**src/wcd_regs.svh**
```systemverilog
// Encodings, field positions and data constants for the watchdog-clear and decrement decoder.
// Assumes a 14-bit instruction word and 8-bit file registers.
`ifndef WCD_REGS_SVH
`define WCD_REGS_SVH
`define WCD_INSTR_W 14
`define WCD_DATA_W 8
`define WCD_ADDR_W 7
`define WCD_WATCHDOG_CLEAR_WORD 14'h0064
`define WCD_OPC_HI 13
`define WCD_OPC_LO 8
`define WCD_OPC_DECREMENT 6'h03
`define WCD_OPC_DECREMENT_SKIP 6'h0b
`define WCD_DEST_BIT 7
`define WCD_ADDR_HI 6
`define WCD_ADDR_LO 0
`define WCD_DATA_ONE 8'h01
`define WCD_DATA_ZERO 8'h00
`endif

```
**src/wcd_pkg.sv**
```systemverilog
// Types for the decoder's state register; the decrement unit does not use them.
// Assumes wcd_regs.svh is on the include path.
`include "wcd_regs.svh"
package wcd_pkg;
  typedef enum logic [1:0] {
    WCD_EXEC = 2'h1,
    WCD_SKIP = 2'h2
  } wcd_state_t;

  typedef struct packed {
    wcd_state_t phase;
    logic [`WCD_DATA_W-1:0] result;
    logic writeW;
    logic writeFile;
    logic [`WCD_ADDR_W-1:0] fileAddr;
    logic zeroWrite;
    logic zeroValue;
    logic watchdogClear;
    logic flagsSet;
    logic discard;
  } wcd_state_reg_t;
endpackage : wcd_pkg

```
**src/wcd_dec_if.sv**
```systemverilog
// Interface carrying the operand to the decrement unit and its answer back.
// Assumes both ends share sys_clk.
`timescale 1ns/1ps
`include "wcd_regs.svh"
interface wcd_dec_if;
  logic [`WCD_DATA_W-1:0] operand;
  logic [`WCD_DATA_W-1:0] difference;
  logic isZero;
  modport core (output operand, input difference, input isZero);
  modport unit (input operand, output difference, output isZero);
endinterface : wcd_dec_if

```
**src/wcd_decrement.sv**
```systemverilog
// Single-cycle combinational decrement with a zero detect.
// Assumes the operand is stable for the cycle in which it is read.
`timescale 1ns/1ps
`include "wcd_regs.svh"
module wcd_decrement (
  wcd_dec_if.unit dec
);
  assign dec.difference = dec.operand - `WCD_DATA_ONE;
  assign dec.isZero = (dec.difference == `WCD_DATA_ZERO);
endmodule : wcd_decrement

```
**src/wcd_core.sv**
```systemverilog
// Decode and execute for watchdog clear, decrement and decrement-with-skip.
// Assumes fileData is the value of the register at the instruction's address, read in the same cycle.
`timescale 1ns/1ps
`include "wcd_regs.svh"
module wcd_core
  import wcd_pkg::*;
(
  input wire logic sys_clk,
  input wire logic rst,
  input wire logic instrValid,
  input wire logic [`WCD_INSTR_W-1:0] instrWord,
  input wire logic [`WCD_DATA_W-1:0] fileData,
  output logic [`WCD_ADDR_W-1:0] fileAddr,
  output logic [`WCD_DATA_W-1:0] resultData,
  output logic workingWriteEn,
  output logic fileWriteEn,
  output logic [`WCD_ADDR_W-1:0] fileWriteAddr,
  output logic zeroFlagWriteEn,
  output logic zeroFlagValue,
  output logic watchdogClear,
  output logic timeoutFlagSet,
  output logic powerdownFlagSet,
  output logic discardFetched,
  output logic busy
);
  wcd_state_reg_t st;
  wcd_state_reg_t next_st;
  wcd_dec_if dec ();

  wcd_decrement u_dec (
    .dec(dec.unit)
  );

  logic [5:0] opcode;
  logic isClear;
  logic isDec;
  logic isDecSkip;
  logic destFile;

  assign opcode = instrWord[`WCD_OPC_HI:`WCD_OPC_LO];
  assign isClear = instrWord == `WCD_WATCHDOG_CLEAR_WORD;
  assign isDec = opcode == `WCD_OPC_DECREMENT;
  assign isDecSkip = opcode == `WCD_OPC_DECREMENT_SKIP;
  assign destFile = instrWord[`WCD_DEST_BIT];
  assign fileAddr = instrWord[`WCD_ADDR_HI:`WCD_ADDR_LO];
  assign dec.operand = fileData;

  always_comb begin
    next_st = st;
    next_st.writeW = 1'b0;
    next_st.writeFile = 1'b0;
    next_st.zeroWrite = 1'b0;
    next_st.watchdogClear = 1'b0;
    next_st.flagsSet = 1'b0;
    next_st.discard = 1'b0;
    case (st.phase)
      WCD_EXEC: begin
        if (instrValid) begin
          if (isClear) begin
            next_st.watchdogClear = 1'b1;
            next_st.flagsSet = 1'b1;
          end else if (isDec || isDecSkip) begin
            next_st.result = dec.difference;
            next_st.fileAddr = fileAddr;
            next_st.writeW = !destFile;
            next_st.writeFile = destFile;
            next_st.zeroWrite = isDec;
            next_st.zeroValue = dec.isZero;
            if (isDecSkip && dec.isZero) begin
              next_st.discard = 1'b1;
              next_st.phase = WCD_SKIP;
            end
          end
        end
      end
      // The discarded word is ignored here; fetch still presents it, so decoding it would execute the skipped instruction.
      WCD_SKIP: begin
        next_st.phase = WCD_EXEC;
      end
      default: begin
        next_st.phase = WCD_EXEC;
      end
    endcase
  end

  always_ff @(posedge sys_clk or posedge rst) begin
    if (rst) begin
      st <= '{phase: WCD_EXEC, result: '0, writeW: 1'b0, writeFile: 1'b0, fileAddr: '0,
              zeroWrite: 1'b0, zeroValue: 1'b0, watchdogClear: 1'b0, flagsSet: 1'b0, discard: 1'b0};
    end else begin
      st <= next_st;
    end
  end

  assign resultData = st.result;
  assign workingWriteEn = st.writeW;
  assign fileWriteEn = st.writeFile;
  assign fileWriteAddr = st.fileAddr;
  assign zeroFlagWriteEn = st.zeroWrite;
  assign zeroFlagValue = st.zeroValue;
  assign watchdogClear = st.watchdogClear;
  assign timeoutFlagSet = st.flagsSet;
  assign powerdownFlagSet = st.flagsSet;
  assign discardFetched = st.discard;
  assign busy = st.phase == WCD_SKIP;
endmodule : wcd_core

```
**config.mk**
```make
export PLATFORM = sky130hd
export DESIGN_NAME = wcd_core
export DESIGN_NICKNAME = d
export VERILOG_FILES = /design/src/wcd_pkg.sv /design/src/wcd_dec_if.sv /design/src/wcd_decrement.sv /design/src/wcd_core.sv
export VERILOG_INCLUDE_DIRS = /design/src
export SDC_FILE = /design/constraint.sdc
export NUM_CORES = 1
export LEC_CHECK = 0
export BUFFER_PORTS_ARGS = -buffer_cell sky130_fd_sc_hd__buf_4
export CORE_UTILIZATION = 30
export DETAILED_ROUTE_END_ITERATION = 8
export PLACE_DENSITY_LB_ADDON = 0.15
export SKIP_CTS_REPAIR_TIMING = 1
export SYNTH_ARGS = -nofsm -noshare
export SYNTH_HDL_FRONTEND = slang
export SYNTH_SLANG_ARGS = --single-unit
```
**constraint.sdc**
```tcl
create_clock -name sys_clk -period 4 [get_ports sys_clk]
set_input_delay 0.4 -clock sys_clk [delete_from_list [all_inputs] [get_ports sys_clk]]
set_output_delay 0.4 -clock sys_clk [all_outputs]
set_load 0.05 [all_outputs]
```
After elaboration in Yosys (flattened, before gate mapping). Index checks and enable logic that the tools add are counted.

$add $sub $neg: 1. $mul: 0. Divide/modulo/power cells: 0. Magnitude comparators: 0. Equal/unequal tests: 9. Shifts and indexed selects: 0. Muxes and demuxes: 10. Bitwise logic cells: 1. Reductions and logical operators: 6.

Operators with widths (count): 21-bit 2-to-1 mux (2); 24-bit 2-to-1 mux (1); 14-bit by 7-bit == test with 1-bit output (second input constant) (1); 14-bit 2-to-1 mux (1); 8-bit zero test (1); 2-bit inequality test (second input constant) (4); 4-bit AND reduction (2); 8-bit by 1-bit subtractor with 8-bit output (second input constant) (1); 6-bit by 2-bit == test with 1-bit output (second input constant) (1); 6-bit by 4-bit == test with 1-bit output (second input constant) (1); 2-bit 2-to-1 mux (3); 1-bit 2-to-1 mux (3); 2-bit by 1-bit == test with 1-bit output (second input constant) (1); 2-bit == test (second input constant) (1); 1-bit logical AND (1); 1-bit zero test (1); 1-bit logical OR (1); 1-bit NOT (1).

Register bits after elaboration: 24. Latch bits: 0. Bits in writable memories: 0. Memory bits (read-only): 0. Input bits: 25. Output and inout port bits: 31. Logic and storage cells: 37. Memories: 0.

Logic depth before layout (Yosys ltp).
Depth in word-level cells: 8. Mapped depth: 6. Gate-level depth less buffers: 6.

By module. A second synthesis with hierarchy kept.

Cells, all modules: 104. Area, all modules: 1305.0 um^2.

Modules (own cells, without submodules): wcd_core (instances 1, cells each 83, area an instance 1144.8 um^2, sequential area each 576.8 um^2); wcd_decrement (instances 1, cells each 21, area an instance 160.2 um^2, sequential area each 0.0 um^2).

Worst setup path after synthesis. OpenSTA, ideal clock, no wires.

Kind: input to register. From: input fileData[1]. To: register st[22] (netlist bit). Setup time: 95 ps. Arrival time: 1732 ps. Data required time: 3905 ps. Setup slack: 2173 ps. Cell stages on the path: 6. Path buffers: 0. Cell sequence: inv_1 -> ha_1 -> nor3b_1 -> xnor2_2 -> nand4_4 -> or4b_1.

Longest elaborated chain between the ends: 5.

RTL lines: start: declaration (RTL line wcd_core.sv:12) `` input wire logic [`WCD_DATA_W-1:0] fileData, ``; 8-bit by 1-bit subtractor with 8-bit output (no source line); 8-bit zero test (no source line); 1-bit logical AND (RTL line wcd_core.sv:69) `if (isDecSkip && dec.isZero) begin`; 2-bit inequality test (no source line); 4-bit AND reduction (no source line); end signal: assignment (RTL line wcd_core.sv:88) `st <= '{phase: WCD_EXEC, result: '0, writeW: 1'b0, writeFile: 1'b0, fileAddr: '0,`; end signal: assignment (RTL line wcd_core.sv:91) `st <= next_st;`; end: declaration (RTL line wcd_core.sv:26) `wcd_state_reg_t st;`.

No other way between the ends. A chain may end at the register's enable or synchronous reset.

Worst setup path in the final report.
From: register st[22] (netlist bit). To: register st[22] (netlist bit).

Longest elaborated chain between the ends: 3. Elaborated cells on any way between the ends: 7. Those cells by class: eq/ne (5); mux (1); reduce/logical (1).

RTL lines: 2-bit by 1-bit == test with 1-bit output * (RTL line wcd_core.sv:56) `case (st.phase)`; 2-bit inequality test (no source line); 4-bit AND reduction (no source line).

Mark *: on every way between the ends. The rest lies on a longest branch, timed or not.

==> impl_metrics.yaml <==
finish:
  fin_cells: 213
  layout-drive-gt1-share_pct: 39.9
  nets: 191
  fillers: 437
  regArea_um2: 577
  syn2layout_area_growth_pct: 24.9
  multi_input_area_um2: 469
  antenna_cells: 0
critical_path:
  critPathCaptureType: "flop"
  worst_ep_arrival_time_ns: 2.21
  crit_required_ns: 4.18
  crit_cells: 4
  crit_path_cell_trace: "nor4b_4, and4_1, nand4_4, or4b_1"
  path_buf_inv: 0
  max_stage_delay_ns: 0.55
  crit_type: "reg2reg"
  r2r_cells: 4
  r2r-end: "st[22]"
  r2r-start: "st[22]"
  cp_top_family: "simple AND/OR/NAND/NOR gates"
  critical_path.slowest_cell: "dfstp_2"
  crit_fanout: 10
  timing.reg2reg.setup_slack_ns: 1.97
  worst_setup_path_start_kind: "flop"
die:
  io_pins: 56
  dieWidth_um: 66.9
  initial_core_util_pct: 31.4
  die_h_um: 66.9
  dieArea_um2: 4480
  rows: 23
  core_area_um2: 4030
sta:
  finalHoldViolations: 0
  max_freq_mhz: 493
  post-route-period-util_pct: 50.7
  period_needed_ns: 2.03
  timing.slew.headroom_pct: 42.1
  setup_tns_ns: 0
  fin_hold_ws_ns: 0.306
  worst_pin_slew_ns: 0.865
  setup_viol: 0
  drv_slew: 0
  rsz0062_at_grt: "false"
  skew_ns: 0.00221
run_status:
  outcome: "complete, no violations"
clocking:
  cts_buffers: 3
  clk_path_buf_depth: 2
  cts_max_level: 1
  clk_latency_ns: 0.26
  cts.clk_slew.worst_paths_ns: 0.08
  tritoncts: "done"
  clockRootBuffer: "clkbuf_8"
  clock_sink_count: 23
yosys:
  syn_nets: 160
  ys_seq_elements: 23
  synth_cells: 133
  ys_seq_area_share_pct: 45.6
  synth_cell_types: 29
  avgSynthCellArea_um2: 9.50
  synth_area_um2: 1260
  synth_warnings: 0
drt:
  drt_iter0_drc: 22
  via_per_inst: 4.24
  drc: 0
  final_antenna_net_count: 0
  drt-wirelength-per-cell_um: 11.8
  wl_mm: 2.51
  vias: 903
  drt-pass1-iter-count: 3
grt:
  grt_pass1_wl_mm: 3.86
  grt_max_degree: 25
  grt_overflow: 0
  antenna_found_initial: 0
  grt_util_all_layers_pct: 11.4
  grt_pass1_vias: 837
power_and_ir_drop:
  p_leak_nw: 0.800
  powerDensity_nw_per_um2: 417
  vdd_drop_max_mv: 0.100
worst_hold_path:
  hold_class: "in2async"
placement:
  routabilityCongestion: 0.745
  io_buffers: 55
  place_inst: 209
  dp_hpwl_mm: 2.02
job:
  drv_cap: 0
==> power by group <==
group          internal, mW  switching [mW]  leakage [nW]
Combinational        0.0757           0.166         0.475
Sequential            0.261          0.0148         0.303
Clock                0.0709          0.0697        0.0228
Total                 0.408           0.251         0.800
==> how the worst max path moves through the flow <==
| stage | endpoint | startpoint |
|---|---|---|
| floorplan | st[22] | fileData[1] |
| finish | st[22] | st[22] |
| global route | resultData[0] | st[22] |
| CTS | resultData[7] | st[22] |
| global placement | st[22] | instrWord[10] |
| detailed placement | resultData[7] | instrWord[10] |
==> per-layer routing <==
layer	up-vias	GRT usage, %	wire, um
li1	467	-	-
met1	407	14.5	1080
met2	27	19.2	1240
met3	2	1.88	161
met4	0	3.99	20
met5	-	0	0
==> final cells by class <==
class | count | share of cell area, %
Tap cell | 50 | 3.97
Multi-Input combinational cell | 78 | 29.7
Sequential cell | 23 | 36.6
Clock buffer | 4 | 2.85
Timing Repair Buffer | 55 | 26.2
Inverter | 3 | 0.714
==> synthesized netlist by cell type (all sizes together) <==
library cell  count  share of area, %
a21oi             1              0.40
and2              1              0.59
and2b             1              0.69
and4              1              0.69
buf              25                15
clkbuf            4               1.2
dfrtp            22                44
dfstp             1               2.1
ha                2               2.0
inv               3              0.89
mux2              1              0.89
nand2            35                10
nand3b            1              0.59
nand4             2               2.2
nor2              6               1.8
nor2b             1              0.50
nor3              2              0.79
nor3b             1              0.59
nor4              3               1.5
nor4b             4               4.0
o21ai             7               2.8
o31ai             1              0.59
or4b              1              0.79
xnor2             5               4.1
xor2              2               1.4
==> flip-flops by register name, summed over array words and instances, names as in the netlist <==
signal,count
fileWriteEn,1
powerdownFlagSet,1
fileWriteAddr,7
discardFetched,1
resultData,8
st,2
workingWriteEn,1
zeroFlagValue,1
zeroFlagWriteEn,1
==> cells by family (layout without fill, tap and decap cells) <==
| kind of cell | count (synthesis) | in the layout | share of synthesized area [%] |
|---|---|---|---|
| AOI/OAI and AO/OA | 9 | 9 | 3.76 |
| buffers and inverters | 32 | 62 | 17.2 |
| xor gates and xnor gates | 7 | 7 | 5.45 |
| adders and majority gates | 2 | 2 | 1.98 |
| muxes | 1 | 1 | 0.891 |
| and+or+nand+nor | 59 | 59 | 25.1 |
| DFF | 23 | 23 | 45.6 |
==> per-stage QoR <==
step	area, um2	util (%)	worst slack, ns	total power [mW]
5_1_grt	1580	39.2	1.75	0.688
6_report	1580	39.2	1.97	0.658
3_5_place_dp	1530	38.0	1.89	0.527
4_1_cts	1580	39.2	1.95	0.667
3_3_place_gp	1530	38.0	1.91	0.524
2_1_floorplan	1260	-	2.17	0.486
==> placed cells by master (no fill, tap or decap), types with 2 or more instances in the layout <==
master,count
xnor2_1,4
nor4b_1,3
xor2_1,2
o21ai_0,7
nor2_1,6
buf_4,55
nor3_1,2
nor4_1,3
nand2_1,35
inv_1,3
ha_1,2
dfrtp_1,22
clkbuf_8,3
(Power assumes the default switching activity.)
